### config.mk
export PLATFORM = sky130hd
export DESIGN_NAME = sbrg_top
export DESIGN_NICKNAME = d
export VERILOG_FILES = /design/src/logic/sbrg_div.v /design/src/logic/sbrg_top.v
export VERILOG_INCLUDE_DIRS = /design/src /design/src/logic
export SDC_FILE = /design/constraint.sdc
export NUM_CORES = 1
export LEC_CHECK = 0
export ABC_AREA = 1
export BUFFER_PORTS_ARGS = -buffer_cell sky130_fd_sc_hd__clkbuf_2
export CORE_ASPECT_RATIO = 1.1
export CORE_MARGIN = 2
export CORE_UTILIZATION = 40
export CTS_CLUSTER_SIZE = 30
export DETAILED_ROUTE_END_ITERATION = 10
export PLACE_DENSITY = 0.69
export SYNTH_ARGS = -nofsm -noshare
export SYNTH_HDL_FRONTEND = slang
export SYNTH_SLANG_ARGS = --single-unit
### constraint.sdc
create_clock -name aclk -period 3.1 [get_ports aclk]
set_clock_uncertainty 0.05 [all_clocks]
set_input_delay 0.155 -clock aclk [delete_from_list [all_inputs] [get_ports aclk]]
set_output_delay 0.155 -clock aclk [all_outputs]
set_load 0.01 [all_outputs]
### src/logic/sbrg_map.vh
/*
 * Register map, field positions, reset values and divider constants of the
 * serial baud rate generator.
 * Assumes it is included by bare name by the design files that need it.
 */
`ifndef SBRG_MAP_VH
`define SBRG_MAP_VH

// ****************************************************************
// register byte offsets on the register bus
// ****************************************************************
`define SBRG_ADDR_W 8
`define SBRG_OFS_LOW 8'h00
`define SBRG_OFS_HIGH 8'h04
`define SBRG_OFS_CTRL 8'h08
`define SBRG_OFS_STAT 8'h0C
// word indices, the byte offsets above with the two lane bits dropped
`define SBRG_IDX_LOW 6'h00
`define SBRG_IDX_HIGH 6'h01
`define SBRG_IDX_CTRL 6'h02
`define SBRG_IDX_STAT 6'h03

// ****************************************************************
// reset values
// ****************************************************************
`define SBRG_RST_LOW 8'h00
`define SBRG_RST_HIGH 8'h00
`define SBRG_RST_CTRL 3'h0
`define SBRG_RST_PRE 6'h00
`define SBRG_RST_CNT 16'h0000

// ****************************************************************
// control register fields
// ****************************************************************
`define SBRG_CTRL_WIDE 0
`define SBRG_CTRL_HSPD 1
`define SBRG_CTRL_SYNC 2
`define SBRG_CTRL_MSB 2

// ****************************************************************
// status register fields
// ****************************************************************
`define SBRG_STAT_CNT_LSB 0
`define SBRG_STAT_CNT_MSB 15
`define SBRG_STAT_PRE_LSB 16
`define SBRG_STAT_PRE_MSB 21

// ****************************************************************
// prescale selection and terminal counts (divide by 64, 16, 4)
// ****************************************************************
`define SBRG_PSEL_64 2'h0
`define SBRG_PSEL_16 2'h1
`define SBRG_PSEL_4 2'h2
`define SBRG_PTERM_64 6'h3F
`define SBRG_PTERM_16 6'h0F
`define SBRG_PTERM_4 6'h03

// ****************************************************************
// bus response codes
// ****************************************************************
`define SBRG_RESP_OKAY 2'h0
`define SBRG_RESP_SLVERR 2'h2

`endif

### src/logic/sbrg_div.v
/*
 * Rate divider: a prescaler of 64, 16 or 4 followed by a 16-bit counter
 * that runs from 0 to n, giving one tick every prescale*(n+1) clocks.
 * Assumes divisor and prescale selection are stable flops on aclk.
 */
`timescale 1ns/1ps
`include "sbrg_map.vh"

module sbrg_div (
   input wire aclk,
   input wire aresetn,
   input wire restart,
   input wire [15:0] divisor,
   input wire [1:0] prescale_sel,
   output reg rate_tick,
   output reg [5:0] pre_count,
   output reg [15:0] rate_count
);

   reg [5:0] pterm;

   always @* begin
      case (prescale_sel)
         `SBRG_PSEL_64: pterm = `SBRG_PTERM_64;
         `SBRG_PSEL_16: pterm = `SBRG_PTERM_16;
         `SBRG_PSEL_4: pterm = `SBRG_PTERM_4;
         default: pterm = `SBRG_PTERM_4;
      endcase
   end

   // ****************************************************************
   // counters
   // ****************************************************************
   // >= rather than == so a shrinking divisor (wide bit cleared) cannot run away
   always @(posedge aclk) begin
      if (!aresetn || restart) begin
         pre_count <= `SBRG_RST_PRE;
         rate_count <= `SBRG_RST_CNT;
         rate_tick <= 1'b0;
      end else if (pre_count >= pterm) begin
         pre_count <= `SBRG_RST_PRE;
         if (rate_count >= divisor) begin
            rate_count <= `SBRG_RST_CNT;
            rate_tick <= 1'b1;
         end else begin
            rate_count <= rate_count + 16'h0001;
            rate_tick <= 1'b0;
         end
      end else begin
         pre_count <= pre_count + 6'h01;
         rate_tick <= 1'b0;
      end
   end

endmodule // sbrg_div

### src/logic/sbrg_top.v
/*
 * Serial baud rate generator with an AXI4-Lite register slave.
 * Assumes a single 200 MHz aclk, synchronous active-low aresetn, and a bus
 * master that keeps valid and payload stable until taken.
 */
// Behaviour
// [RULE1] high divisor byte is writable, resets to zero, supplies divisor bits 15:8
// [RULE2] high byte ignored unless wide divisor select set; else low byte alone
// [RULE3] any write to the high divisor byte restarts the rate divider; the code restarts only on such writes with lane 0 strobed
// [RULE4] async, eight-bit, low speed: clock divided by 64*(n+1)
// [RULE5] async, sixteen-bit, low speed: clock divided by 16*(n+1)
// [RULE6] synchronous mode: clock divided by 4*(n+1), high speed ignored
// [RULE7] divisor n is high byte concatenated above low byte
// [RULE8] async high speed: 16*(n+1) eight-bit, 4*(n+1) sixteen-bit
// [RULE9] any write to the low divisor byte restarts the rate divider; the code restarts only on such writes with lane 0 strobed
// [RULE10] wide divisor select set picks sixteen-bit, cleared picks eight-bit
// [RULE11] high speed select chooses speed in async mode, ignored in sync
// [RULE12] sync mode select set means synchronous, cleared asynchronous
`timescale 1ns/1ps
`include "sbrg_map.vh"

module sbrg_top (
   input wire aclk,
   input wire aresetn,
   input wire [7:0] s_axi_awaddr,
   input wire [2:0] s_axi_awprot,
   input wire s_axi_awvalid,
   output wire s_axi_awready,
   input wire [31:0] s_axi_wdata,
   input wire [3:0] s_axi_wstrb,
   input wire s_axi_wvalid,
   output wire s_axi_wready,
   output reg [1:0] s_axi_bresp,
   output reg s_axi_bvalid,
   input wire s_axi_bready,
   input wire [7:0] s_axi_araddr,
   input wire [2:0] s_axi_arprot,
   input wire s_axi_arvalid,
   output wire s_axi_arready,
   output reg [31:0] s_axi_rdata,
   output reg [1:0] s_axi_rresp,
   output reg s_axi_rvalid,
   input wire s_axi_rready,
   output wire rate_tick,
   output wire sync_mode
);

   // ****************************************************************
   // register state
   // ****************************************************************
   reg [7:0] divisor_low_byte;
   reg [7:0] divisor_high_byte;
   reg [`SBRG_CTRL_MSB:0] baud_control_reg;

   wire wide_divisor_select;
   wire high_speed_select;
   wire sync_mode_select;
   wire [15:0] baud_divisor;
   wire [15:0] rate_count;
   wire [5:0] pre_count;
   reg [1:0] prescale_sel;

   assign wide_divisor_select = baud_control_reg[`SBRG_CTRL_WIDE];
   assign high_speed_select = baud_control_reg[`SBRG_CTRL_HSPD];
   assign sync_mode_select = baud_control_reg[`SBRG_CTRL_SYNC];
   assign sync_mode = sync_mode_select;

   // ****************************************************************
   // write channel capture
   // ****************************************************************
   // address and data are captured separately so they may arrive in either order
   reg aw_full;
   reg w_full;
   reg [7:0] aw_addr;
   reg [31:0] w_data;
   reg [3:0] w_strb;
   wire do_write;
   wire wr_low;
   wire wr_high;
   wire wr_ctrl;
   wire wr_mapped;

   assign s_axi_awready = !aw_full && !s_axi_bvalid;
   assign s_axi_wready = !w_full && !s_axi_bvalid;
   assign do_write = aw_full && w_full && !s_axi_bvalid;

   assign wr_mapped = (aw_addr[7:2] == `SBRG_IDX_LOW) || (aw_addr[7:2] == `SBRG_IDX_HIGH) ||
      (aw_addr[7:2] == `SBRG_IDX_CTRL) || (aw_addr[7:2] == `SBRG_IDX_STAT);
   // only lane 0 carries register data; a write without it stores nothing
   assign wr_low = do_write && w_strb[0] && (aw_addr[7:2] == `SBRG_IDX_LOW);
   assign wr_high = do_write && w_strb[0] && (aw_addr[7:2] == `SBRG_IDX_HIGH);
   assign wr_ctrl = do_write && w_strb[0] && (aw_addr[7:2] == `SBRG_IDX_CTRL);

   always @(posedge aclk) begin
      if (!aresetn) begin
         aw_full <= 1'b0;
         aw_addr <= 8'h00;
      end else if (s_axi_awvalid && s_axi_awready) begin
         aw_full <= 1'b1;
         aw_addr <= s_axi_awaddr;
      end else if (do_write) begin
         aw_full <= 1'b0;
      end
   end

   always @(posedge aclk) begin
      if (!aresetn) begin
         w_full <= 1'b0;
         w_data <= 32'h00000000;
         w_strb <= 4'h0;
      end else if (s_axi_wvalid && s_axi_wready) begin
         w_full <= 1'b1;
         w_data <= s_axi_wdata;
         w_strb <= s_axi_wstrb;
      end else if (do_write) begin
         w_full <= 1'b0;
      end
   end

   always @(posedge aclk) begin
      if (!aresetn) begin
         s_axi_bvalid <= 1'b0;
         s_axi_bresp <= `SBRG_RESP_OKAY;
      end else if (do_write) begin
         s_axi_bvalid <= 1'b1;
         s_axi_bresp <= wr_mapped ? `SBRG_RESP_OKAY : `SBRG_RESP_SLVERR;
      end else if (s_axi_bready) begin
         s_axi_bvalid <= 1'b0;
      end
   end

   // ****************************************************************
   // register writes
   // ****************************************************************
   always @(posedge aclk) begin
      if (!aresetn) begin
         divisor_high_byte <= `SBRG_RST_HIGH; // [RULE1]
         divisor_low_byte <= `SBRG_RST_LOW;
         baud_control_reg <= `SBRG_RST_CTRL;
      end else begin
         if (wr_high) begin
            divisor_high_byte <= w_data[7:0]; // [RULE1]
         end
         if (wr_low) begin
            divisor_low_byte <= w_data[7:0];
         end
         if (wr_ctrl) begin
            baud_control_reg <= w_data[`SBRG_CTRL_MSB:0];
         end
      end
   end

   // ****************************************************************
   // divisor and prescale selection
   // ****************************************************************
   // high byte is masked, not cleared, so it returns when the wide bit is set again
   assign baud_divisor = wide_divisor_select ? {divisor_high_byte, divisor_low_byte} // [RULE7] [RULE10]
      : {8'h00, divisor_low_byte}; // [RULE2]

   always @* begin
      if (sync_mode_select) begin
         prescale_sel = `SBRG_PSEL_4; // [RULE6] [RULE11] [RULE12]
      end else begin
         case ({wide_divisor_select, high_speed_select})
            2'h0: prescale_sel = `SBRG_PSEL_64; // [RULE4]
            2'h2: prescale_sel = `SBRG_PSEL_16; // [RULE5]
            2'h1: prescale_sel = `SBRG_PSEL_16; // [RULE8] [RULE11]
            2'h3: prescale_sel = `SBRG_PSEL_4; // [RULE8]
            default: prescale_sel = `SBRG_PSEL_64;
         endcase
      end
   end

   // ****************************************************************
   // rate divider
   // ****************************************************************
   // mode bit changes do not restart; only divisor byte writes with lane 0 strobed do
   sbrg_div sbrg_div_i (
      .aclk(aclk),
      .aresetn(aresetn),
      .restart(wr_high || wr_low), // [RULE3] [RULE9]
      .divisor(baud_divisor),
      .prescale_sel(prescale_sel),
      .rate_tick(rate_tick),
      .pre_count(pre_count),
      .rate_count(rate_count)
   );

   // ****************************************************************
   // read channel
   // ****************************************************************
   reg [31:0] next_rdata;
   reg [1:0] next_rresp;

   assign s_axi_arready = !s_axi_rvalid;

   always @* begin
      next_rdata = 32'h00000000;
      next_rresp = `SBRG_RESP_OKAY;
      case (s_axi_araddr[7:2])
         `SBRG_IDX_LOW: next_rdata[7:0] = divisor_low_byte;
         `SBRG_IDX_HIGH: next_rdata[7:0] = divisor_high_byte;
         `SBRG_IDX_CTRL: next_rdata[`SBRG_CTRL_MSB:0] = baud_control_reg;
         `SBRG_IDX_STAT: begin
            next_rdata[`SBRG_STAT_CNT_MSB:`SBRG_STAT_CNT_LSB] = rate_count;
            next_rdata[`SBRG_STAT_PRE_MSB:`SBRG_STAT_PRE_LSB] = pre_count;
         end
         default: next_rresp = `SBRG_RESP_SLVERR;
      endcase
   end

   always @(posedge aclk) begin
      if (!aresetn) begin
         s_axi_rvalid <= 1'b0;
         s_axi_rdata <= 32'h00000000;
         s_axi_rresp <= `SBRG_RESP_OKAY;
      end else if (s_axi_arvalid && s_axi_arready) begin
         s_axi_rvalid <= 1'b1;
         s_axi_rdata <= next_rdata;
         s_axi_rresp <= next_rresp;
      end else if (s_axi_rready) begin
         s_axi_rvalid <= 1'b0;
      end
   end

endmodule // sbrg_top

-- Yosys cells after proc, flatten, opt, wreduce, memory -nomap -nowiden
Index checks and enable logic that the tools add are counted.
- mux-type cells: 18
- reductions and logical operators: 33
- eq/ne operators: 10
- bitwise gates (word level): 1
- order comparisons: 2
- add/sub/neg operators: 2
- operator list (kind ; count):
    $mux W16 ; 2
    $eq A6 B2 Y1 const B ; 4
    $add A16 B1 Y16 const B ; 1
    $ge A16 B16 Y1 ; 1
    $pmux W5 S3 ; 1
    $mux W14 ; 1
    $eq A6 B1 Y1 const B ; 2
    $logic_not A6 Y1 ; 2
    $pmux W3 S4 ; 1
    $pmux W6 S2 ; 1
    $logic_and A1 B1 Y1 ; 11
    $mux W1 ; 8
    $reduce_bool A2 Y1 ; 4
    $add A6 B1 Y6 const B ; 1
    $ge A6 B6 Y1 ; 1
    $mux W2 ; 3
    $pmux W2 S3 ; 1
    $reduce_or A2 Y1 ; 3
    $logic_not A1 Y1 ; 5
    $logic_or A1 B1 Y1 ; 5
    $eq A2 B1 Y1 const B ; 2
    $eq A2 B2 Y1 const B ; 2
    $logic_not A2 Y1 ; 2
    $reduce_or A4 Y1 ; 1
    $not A1 Y1 ; 1
- bits of input ports: 65
- register bits after elaboration: 89

-- Longest topological paths before layout
Gate-level depths: netlist of run 1.
- depth after elaboration: 9
- depth in mapped cells: 15
- mapped depth without buffers: 14

-- By module
A second synthesis of run 1 with hierarchy kept.
- cell total of the unflattened synthesis: 621
- area, all modules: 4460.5 µm²
- modules (own cells, without submodules) (module ; seq. area each (µm²) ; area each (µm²) ; cells each ; times used):
    sbrg_top ; 1241.2 ; 2738.9 ; 364 ; 1
    sbrg_div ; 460.4 ; 1721.7 ; 257 ; 1

-- Least setup slack after synthesis of run 1
Ideal clock, no wire load.
- path kind: register to register
- start point: register baud_control_reg[0]
- end point: register sbrg_div_i.rate_count[14]
- arrival: 2.072 ns
- data required time: 2.988 ns
- cell stages (with the launch flop): 14
- setup time: 0.062 ns
- slack: 0.916 ns
- buffers on the path: 1
- cells stage by stage: dfxtp_1 -> ha_1 -> inv_1 -> nand2_1 -> or2_2 -> ha_1 -> a21oi_1 -> nand3_4 -> inv_2 -> nand2_4 -> nand2_2 -> buf_6 -> nand2_1 -> nor2_2
- longest elaborated chain between the ends: 7
- ends and longest elaborated chain (item ; RTL line ; text):
    start, declared ; sbrg_top.v:53 ; reg [`SBRG_CTRL_MSB:0] baud_control_reg;
    start signal, assigned ; sbrg_top.v:139 ; baud_control_reg <= `SBRG_RST_CTRL;
    start signal, assigned ; sbrg_top.v:148 ; baud_control_reg <= w_data[`SBRG_CTRL_MSB:0];
    $eq A2 B1 Y1 or $eq A2 B2 Y1 (tied branches) ; sbrg_top.v:164 ; case ({wide_divisor_select, high_speed_select})
    $reduce_or A2 Y1 (no line) ; -- ;
    $pmux W2 S3 ; sbrg_top.v:164 ;
    $mux W2 ; sbrg_top.v:161 ; if (sync_mode_select) begin
    $eq A2 B1 Y1 or $logic_not A2 Y1 (tied branches) ; sbrg_div.v:23 ; case (prescale_sel)
    $pmux W6 S2 ; sbrg_div.v:23 ;
    $ge A6 B6 Y1 ; sbrg_div.v:40 ; end else if (pre_count >= pterm) begin
    end signal, assigned ; sbrg_div.v:38 ; rate_count <= `SBRG_RST_CNT;
    end signal, assigned ; sbrg_div.v:43 ; rate_count <= `SBRG_RST_CNT;
    end signal, assigned ; sbrg_div.v:46 ; rate_count <= rate_count + 16'h0001;
    end, declared ; sbrg_div.v:17 ; output reg [15:0] rate_count
Parallel ways exist; a longest one is shown, timed or not.
A chain may end at the register's enable or synchronous reset.

-- Worst setup path in the final report of run 1
- start point: register baud_control_reg[0]
- end point: register sbrg_div_i.rate_count[12]
The elaborated chain is that of the path after synthesis.

==> results of run 1 <==
-- Yosys cell counts (all sizes together) (2+ instances only) --
master / n
buf: 18
nor3: 5
or2: 2
dfxtp: 85
o221ai: 3
ha: 23
a21oi: 76
nand2: 115
nand3: 20
a31oi: 2
nand4: 15
xnor2: 2
nor2: 63
inv: 74
o21ai: 59
xor2: 2
clkbuf: 10
-- how the worst max path moves through the flow --
stage / to
after detailed placement: sbrg_div_i.rate_count[13]$_SDFFE_PP0P_
after floorplan: sbrg_div_i.rate_count[14]$_SDFFE_PP0P_
after global placement: sbrg_div_i.rate_count[14]$_SDFFE_PP0P_
after global routing: sbrg_div_i.rate_count[13]$_SDFFE_PP0P_
after CTS: sbrg_div_i.rate_count[12]$_SDFFE_PP0P_
final: sbrg_div_i.rate_count[12]$_SDFFE_PP0P_
-- stage by stage --
stage / util [%] / power (mW) / std cells / hold WS (ns)
floorplan: - / 1.31 / 590 / 0.243
global placement: 44.4 / 1.36 / 766 / 0.362
detailed placement: 44.4 / 1.37 / 766 / 0.376
CTS: 48.1 / 2.72 / 782 / 0.0170
global route: 48.1 / 2.80 / 782 / 0.0268
finish: 48.1 / 2.70 / 782 / 0.0244
-- cells by family after synthesis --
group,count (synthesis),synth area share (%)
AOI/OAI and AO/OA,143,18.0
adders and majority gates,23,6.84
other,1,0.0892
and+or+nand+nor,220,23.1
buffers and inverters,103,10.7
xor gates and xnor gates,4,0.833
DFF,85,40.5
-- power groups by stage --
stage               Sequential (mW)  Combinational [mW]  Clock (mW)
CTS                            1.16               0.185        1.38
global placement               1.18               0.178           0
finish                         1.16               0.184        1.35
global route                   1.16               0.212        1.42
detailed placement             1.18               0.184           0
floorplan                      1.18               0.130           0
-- routing by layer --
layer | routed length, µm | vias to the layer above
met1 | 4200 | 1735
met5 | 0 | -
met2 | 4670 | 93
met3 | 366 | 25
met4 | 333 | 0
li1 | - | 1988
-- cell type report --
type	count	area share [%]
Sequential cell	85	34.4
Multi-Input combinational cell	402	42.4
Tap cell	143	3.61
Timing Repair Buffer	61	6.32
Clock inverter	7	3.11
Inverter	75	5.69
Clock buffer	9	4.55
-- worst max-delay path, cell delays in order (launching register included) --
cell and delay (ns):
dfxtp_1 0.50, ha_1 0.28, or2_2 0.31, ha_1 0.29, a21oi_1 0.24, nand3_4 0.11
inv_2 0.17, nand2_4 0.13, nand2_2 0.23, nand2_1 0.09, nor2_1 0.11
==> impl_metrics.tcl, run 1 <==
set metrics [dict create \
    status "complete, no violations" \
    n_fill_cell 1041 \
    io_pins 108 \
    use_met3_pct 3.39 \
    clock_path_buffers 2 \
    crit_type "flip-flop to flip-flop" \
    dieHeight_um 112 \
    vias_per_cell 4.91 \
    final_common_cell "nand2_1" \
    io_buffers 58 \
    cts_max_level 3 \
    grt_pass1_wl_um 16400 \
    min_from "s_axi_awaddr[5]" \
    ff2ff_setup_slack_ns 0.52 \
    hpwl_um 7160 \
    routed_wl_um 9560 \
    nets 722 \
    die_w_um 102 \
    clockRootBuffer "clkbuf_16" \
    yosys-top-cells-area "dfxtp_1, nand2_1, a21oi_1, ha_1, o21ai_0" \
    grtUsageTotal_pct 18.1 \
    post-route-min-period_ns 2.58 \
    max_freq_mhz 388 \
    timing.final.crit_share_pct 83.1 \
    gp_congestion 0.945 \
    whs_path_depth 3 \
    slew_viol_final 0 \
    p_sw_mw 0.614 \
    r2r_cells 10 \
    p_seq_share_pct 43.0 \
    path_clk_slew_ns 0.07 \
    critPathLaunchType "flip-flop" \
    post_cts_buffers 0 \
    fin_ws_ns 0.524 \
    drtAntennaViolNets 0 \
    final_cell_mix "nand2_1, dfxtp_1, a21oi_1" \
    rows 39 \
    grt_start_max_net_pins 52 \
    crit_arrival_ns 2.80 \
    synth_ff_type "dfxtp_1" \
    regMostFlops "s_axi_rdata" \
    power_leakage_nw 2.13 \
    grt_use_met2_pct 30.4 \
    drc 0 \
    ys.warnings.count 0 \
    insertion_delay_ns 0.34 \
    p_int_mw 2.08 \
    area_growth_pct 17.7 \
    use_met1_pct 21.6 \
    cap_violations 0 \
    firstDrtPassIters 4 \
    synth_seq_cells 85 \
    drtIter0Drc 176 \
    holdPathEnd "aw_addr[5]$_SDFFE_PN0P_" \
    synth_area_leader_cell "dfxtp_1" \
    combinationalPowerShare_pct 6.8 \
    fin_tns_setup_ns 0 \
    first_global_vias 3709 \
    ys_types 35 \
    cp.required_ns 3.32 \
    final_area_um2 4950 \
    critPathLaunch "baud_control_reg[0]$_SDFFE_PN0P_" \
    crit_fanout 11 \
    synthArstFlopShare_pct 0 \
    pwr-share-clk_pct 50.2 \
    cts_tree "yes" \
    cp-end-kind "flip-flop" \
    setup_viol_count_final 0 \
    num_vias 3841 \
    yosysTopAreaCellShare_pct 40.5 \
    hold_violations 0 \
    r2r_end "sbrg_div_i.rate_count[12]$_SDFFE_PP0P_" \
    overflow 0 \
    cts_resized 0 \
    r2r-start "baud_control_reg[0]$_SDFFE_PN0P_" \
    p_per_area_nw_per_um2 544 \
    antenna_found_initial 0 \
    dp_slack_ns 0.565 \
    ys_seq_area_share_pct 40.5 \
    clock-sinks 85 \
    top_usage_layer "met2" \
    final-seq-area_um2 1700 \
    dieArea_um2 11400 \
    cts_made_buffers 9 \
    rsz0062_at_grt "no" \
    start_util_pct 40.8 \
    core_um2 10300 \
    mappedNetlistArea_um2 4210 \
    ir_worst_vdd_uv 308 \
    antenna_cells 0 \
    syn_inst 579 \
    avgSynthCellArea_um2 7.26 \
    synth-edff-count 0 \
    relSlewSlack_pct 65.1 \
    hp-class "input pin to flip-flop" \
    multi_input_area_um2 2100 \
    tightest_slew_ns 0.520 \
    largest_register_ffs 22 \
    placed_area_um2 4570 \
    hold_buffers 0 \
    post_drt_wl_per_cell_um 12.2 \
    reg_top3 "s_axi_rdata x22, sbrg_div_i.rate_count x16" \
    layout-drive-gt1-share_pct 16.0 \
    p_sw_share_pct 22.8 \
]
Power figures use the tool's default switching activity.
==> inputs of run 2 (changes only) <==
--- a/config.mk
+++ b/config.mk
@@ -13,7 +13,7 @@
 export CORE_UTILIZATION = 40
 export CTS_CLUSTER_SIZE = 30
 export DETAILED_ROUTE_END_ITERATION = 10
-export PLACE_DENSITY = 0.69
+export PLACE_DENSITY = 0.72
 export SYNTH_ARGS = -nofsm -noshare
 export SYNTH_HDL_FRONTEND = slang
 export SYNTH_SLANG_ARGS = --single-unit
==> constraint.sdc (replaced) <==
create_clock -name aclk -period 2.3 [get_ports aclk]
set_clock_uncertainty 0.05 [all_clocks]
set_input_delay 0.115 -clock aclk [delete_from_list [all_inputs] [get_ports aclk]]
set_output_delay 0.115 -clock aclk [all_outputs]
set_load 0.01 [all_outputs]
==> run 2 against run 1 <==
  * The run now ends with negative hold slack left
  * Wire length rose by 4.5%
  * Worst setup slack got worse by 0.43 ns
  * Global-route usage rose by 0.19 points
  * Register-to-register slack got worse by 0.43 ns
  * Clock power rose by 18%
  * Combinational power rose by 39%
  * Worst hold slack got worse by 0.037 ns
  * Total power rose by 27%
  * Largest cell class unchanged
==> impl_metrics.tcl, run 2 (synthesis results as in run 1) <==
set metrics [dict create \
    firstDrtPassIters 4 \
    clock-sinks 85 \
    path_delay_family "simple AND/OR/NAND/NOR gates" \
    core_um2 10300 \
    area_growth_pct 21.7 \
    hpwl_um 7340 \
    overflow 0 \
    dieHeight_um 112 \
    fin_ws_ns 0.0887 \
    path_clk_slew_ns 0.06 \
    nets 739 \
    total_power_mw 3.42 \
    grtUsageTotal_pct 18.3 \
    crit_type "flip-flop to flip-flop" \
    dp_slack_ns 0.0148 \
    first_global_vias 3812 \
    final_cell_mix "nand2_1, dfxtp_1, a21oi_1" \
    antenna_found_initial 0 \
    placed_cells 774 \
    regMostFlops "s_axi_rdata" \
    final_common_cell "nand2_1" \
    instances_no_fill 799 \
    ir_worst_vdd_uv 364 \
    io_pins 108 \
    vias_per_cell 4.91 \
    rows 39 \
    hold_violations 1 \
    cp.required_ns 2.53 \
    fin_tns_setup_ns 0 \
    timing.final.crit_share_pct 96.1 \
    drc 0 \
    grt_pass1_wl_um 16700 \
    path_buf_inv 6 \
    cts_made_buffers 9 \
    hp-class "input pin to flip-flop" \
    power_leakage_nw 2.19 \
    gp_congestion 0.937 \
    io_buffers 58 \
    clock_path_buffers 2 \
    drtAntennaViolNets 0 \
    largest_register_ffs 22 \
    routed_wl_um 10000 \
    hold_ws_ns -0.0121 \
    clockRootBuffer "clkbuf_16" \
    max_freq_mhz 452 \
    cts_max_level 3 \
    insertion_delay_ns 0.35 \
    cap_violations 0 \
    crit_path_cell_trace "ha_2 -> inv_1 -> nand2_2 -> or2_4 -> ha_4 -> nand2_1 -> inv_2 -> buf_4 -> o21ai_2 -> nand3_4 -> inv_2 -> nand2_4 -> buf_4 -> nand2_1 -> inv_1 -> nor2_1" \
    start_util_pct 40.8 \
    post-route-min-period_ns 2.21 \
    die_w_um 102 \
    reg_top3 "s_axi_rdata x22, sbrg_div_i.rate_count x16" \
    status "complete, but fails checks" \
    critPathSlowestCell "dfxtp_2" \
    post_drt_wl_per_cell_um 12.5 \
    dieArea_um2 11400 \
    crit_arrival_ns 2.44 \
    p_per_area_nw_per_um2 668 \
    num_vias 3927 \
    violations "negative hold slack" \
    setup_viol_count_final 0 \
    cp-end-kind "flip-flop" \
    slowest_delay_ns 0.32 \
    critPathLaunchType "flip-flop" \
    antenna_cells 0 \
    final_core_util_pct 49.7 \
    crit_fanout 7 \
    layout-drive-gt1-share_pct 18.6 \
    cts_tree "yes" \
    grt_start_max_net_pins 52 \
    drtIter0Drc 187 \
    slew_viol_final 0 \
]
[run 2: changes by cell type in the layout (fill, tap and decap cells not counted), sizes merged]
cell         delta
buf            +12
bufinv          -2
clkbuf          +2
clkinv          +2
dlygate4sd3     +4
inv             -1
[run 2: final timing paths]
path / startpoint / to / slack (ns) / cells past startpoint
hold / removal: s_axi_awaddr[7] / aw_addr[7]$_SDFFE_PN0P_ / -0.01 / 3
setup / recovery: baud_control_reg[0]$_SDFFE_PN0P_ / sbrg_div_i.rate_count[11]$_SDFFE_PP0P_ / 0.09 / 16
setup reg to reg: baud_control_reg[0]$_SDFFE_PN0P_ / sbrg_div_i.rate_count[11]$_SDFFE_PP0P_ / 0.09 / 16
hold reg to reg: divisor_high_byte[0]$_SDFFE_PN0P_ / divisor_high_byte[0]$_SDFFE_PN0P_ / 0.42 / 2
[run 2: routing by layer]
| layer | track usage [%] | vias to the layer above | wire, µm |
|---|---|---|---|
| met1 | 21.8 | 1787 | 4380 |
| met2 | 31.1 | 100 | 4990 |
| li1 | - | 2020 | - |
| met5 | 0 | - | 0 |
| met3 | 3.83 | 20 | 418 |
| met4 | 8.29 | 0 | 214 |
[run 2: worst min-delay path: cells and delay by family]
family,cells,cell delay [ns]
buffers and inverters,1,0.07
and+or+nand+nor,1,0.09
AOI/OAI and AO/OA,1,0.07
[run 2: report_power, final]
part / internal (mW) / leakage (nW) / switching [mW]
clock network: 0.988 / 0.163 / 0.607
logic: 0.0908 / 1.34 / 0.166
registers: 1.53 / 0.693 / 0.0370
[run 2: stage by stage]
step | area, µm² | hold slack (ns)
3_3_place_gp | 4630 | 0.323
5_1_grt | 5120 | 0.0169
2_1_floorplan | 4250 | 0.203
4_1_cts | 5010 | 0.00231
3_5_place_dp | 4630 | 0.342
6_report | 5120 | -0.0121
[run 2: area by class of cell]
cell class              count  area (µm²)
clock buffers              10         239
clock inverters             6        91.3
fillers                  1022        5180
inverters                  75         282
multi-input cells         402        2140
flip-flops and latches     85        1700
well taps                 143         179
repair buffers             78         479
[run 2: what timing repair did]
action                                 4_1_cts  5_1_grt
resized for setup                            2       12
cloned                                       0        1
setup buffers                                0        4
hold buffers                                 4        0
endpoints found under the hold margin        4        0
setup endpoints to repair                    4       18
pin swaps                                    0        5
==> inputs of run 3 (changes only) <==
--- a/config.mk
+++ b/config.mk
@@ -14,6 +14,7 @@
 export CTS_CLUSTER_SIZE = 30
 export DETAILED_ROUTE_END_ITERATION = 10
 export PLACE_DENSITY = 0.72
+export REMOVE_ABC_BUFFERS = 1
 export SYNTH_ARGS = -nofsm -noshare
 export SYNTH_HDL_FRONTEND = slang
 export SYNTH_SLANG_ARGS = --single-unit
==> run 3 against run 2 <==
  * The flow now finishes without violations
  * Sequential share of layout area rose by 0.25 points
  * Utilization fell by 0.34 points
  * Global-route usage fell by 0.40 points
  * Critical path type unchanged
  * Critical endpoint is now sbrg_div_i.rate_tick$_SDFF_PP0_
==> impl_metrics.tcl, run 3 (synthesis results as in run 1) <==
set metrics [dict create \
    dp_slack_ns -0.00111 \
    p_sw_mw 0.800 \
    fin_ws_ns 0.120 \
    drtIter0Drc 143 \
    relSlewSlack_pct 63.8 \
    start_util_pct 40.8 \
    post_drt_wl_per_cell_um 12.3 \
    p_per_area_nw_per_um2 643 \
    regMostFlops "s_axi_rdata" \
    firstDrtPassIters 4 \
    ff2ff_setup_slack_ns 0.12 \
    io_pins 108 \
    p_int_mw 2.47 \
    grt_pass1_wl_um 16300 \
    largest_register_ffs 22 \
    cts_made_buffers 9 \
    cts_tree "yes" \
    n_fill_cell 1034 \
    timing.final.crit_share_pct 94.8 \
    grt_start_max_net_pins 52 \
    p_sw_share_pct 24.5 \
    r2r-start "baud_control_reg[1]$_SDFFE_PN0P_" \
    cp-end-kind "flip-flop" \
    nets 738 \
    critPathLaunchType "flip-flop" \
    reg_top3 "s_axi_rdata x22, sbrg_div_i.rate_count x16" \
    cts_max_level 3 \
    instances_no_fill 798 \
    first_global_vias 3549 \
    crit_arrival_ns 2.37 \
    vias_per_cell 4.82 \
    clock_path_buffers 2 \
    routed_wl_um 9810 \
    cap_violations 0 \
    area_growth_pct 20.8 \
    p_seq_share_pct 47.8 \
    cp.required_ns 2.49 \
    setup_viol_count_final 0 \
    placed_cells 774 \
    path_clk_slew_ns 0.06 \
    ir_worst_vdd_uv 336 \
    clock-sinks 85 \
    critPathCapture "sbrg_div_i.rate_tick$_SDFF_PP0_" \
    overflow 0 \
    critPathLaunch "baud_control_reg[1]$_SDFFE_PN0P_" \
    layout-drive-gt1-share_pct 18.6 \
    rsz0062_at_grt "yes" \
    drc 0 \
    drtAntennaViolNets 0 \
    slew_viol_final 0 \
    power_leakage_nw 2.17 \
    crit_type "flip-flop to flip-flop" \
    antenna_cells 0 \
    combinationalPowerShare_pct 7.9 \
    hp-class "input pin to flip-flop" \
    status "complete, no violations" \
    hold_violations 0 \
    num_vias 3843 \
    rows 39 \
    post-route-min-period_ns 2.18 \
    hold_ws_ns 0.00896 \
    io_buffers 58 \
    r2r_cells 12 \
    max_freq_mhz 459 \
    final_cell_mix "nand2_1, dfxtp_1, a21oi_1" \
    hpwl_um 7230 \
    tightest_slew_ns 0.542 \
    die_w_um 102 \
    insertion_delay_ns 0.34 \
    gp_congestion 0.858 \
    final_core_util_pct 49.3 \
    core_um2 10300 \
    antenna_found_initial 0 \
    crit_fanout 7 \
    final_common_cell "nand2_1" \
    grtUsageTotal_pct 17.9 \
    pwr-share-clk_pct 44.3 \
    fin_tns_setup_ns 0 \
    dieArea_um2 11400 \
    clockRootBuffer "clkbuf_16" \
    dieHeight_um 112 \
    r2r_end "sbrg_div_i.rate_tick$_SDFF_PP0_" \
]
-- run 3: cell count changes in the layout (fill, tap and decap cells not counted), sizes merged --
cell,previous run,this run
bufinv,2,1
buf,15,14
clkinv,3,4
clkinvlp,0,1
clkbuf,69,68
-- run 3: timing repair --
action / in CTS / in global routing
cloned: 0 / 1
hold buffers: 4 / 0
endpoints found under the setup margin: 3 / 18
hold endpoints to repair: 4 / 0
pin swaps: 0 / 8
resized for setup: 2 / 12
setup buffers: 0 / 3
-- run 3: final cells by class --
class / instances / area [µm²] / share of cell area, %
inverters: 75 / 282 / 5.54
clock inverters: 7 / 73.8 / 1.45
repair buffers: 77 / 480 / 9.46
multi-input cells: 402 / 2140 / 42.1
clock buffers: 9 / 225 / 4.43
flip-flops and latches: 85 / 1700 / 33.5
well taps: 143 / 179 / 3.52
-- run 3: worst max-delay path, cell delays in order, from the launching register on --
cell and delay, ns:
dfxtp_2 0.32, ha_2 0.17, inv_2 0.04, nand2_2 0.06, or2_4 0.29, ha_4 0.28
nand2_2 0.05, inv_2 0.06, nand4_1 0.12, nand3_4 0.18, inv_2 0.07, buf_4 0.16
a211oi_1 0.23
-- run 3: power groups by stage --
stage	sequential (mW)	combinational, mW	clock [mW]
floorplan	1.60	0.145	0
global placement	1.59	0.248	0
detailed placement	1.59	0.254	0
CTS	1.56	0.260	1.47
global route	1.57	0.295	1.54
finish	1.56	0.259	1.45
-- run 3: worst min-delay path by stage --
stage,start,endpoint,slack [ns],cells after the start
after detailed placement,s_axi_awaddr[4],aw_addr[4]$_SDFFE_PN0P_,0.33,3
after global placement,s_axi_awaddr[5],aw_addr[5]$_SDFFE_PN0P_,0.32,3
after CTS,s_axi_bready,s_axi_bvalid$_SDFFE_PN0P_,0.004,4
final,s_axi_wdata[4],w_data[4]$_SDFFE_PN0P_,0.009,3
after global routing,s_axi_bready,s_axi_bvalid$_SDFFE_PN0P_,0.01,4
after floorplan,aresetn,s_axi_rvalid$_SDFFE_PN0P_,0.18,1
-- run 3: metal layers --
layer / vias to the layer above / track usage [%] / wire [µm]
met5: - / 0 / 0
met4: 0 / 7.66 / 291
met3: 19 / 3.33 / 459
met2: 90 / 29.0 / 4690
met1: 1715 / 23.0 / 4370
li1: 2019 / - / -
-- run 3: per-stage QoR --
| stage | total power, mW | cell area (µm²) |
|---|---|---|
| 4_1_cts | 3.30 | 4990 |
| 6_report | 3.27 | 5080 |
| 5_1_grt | 3.40 | 5080 |
| 3_5_place_dp | 1.85 | 4640 |
| 3_3_place_gp | 1.84 | 4640 |
| 2_1_floorplan | 1.74 | 4080 |
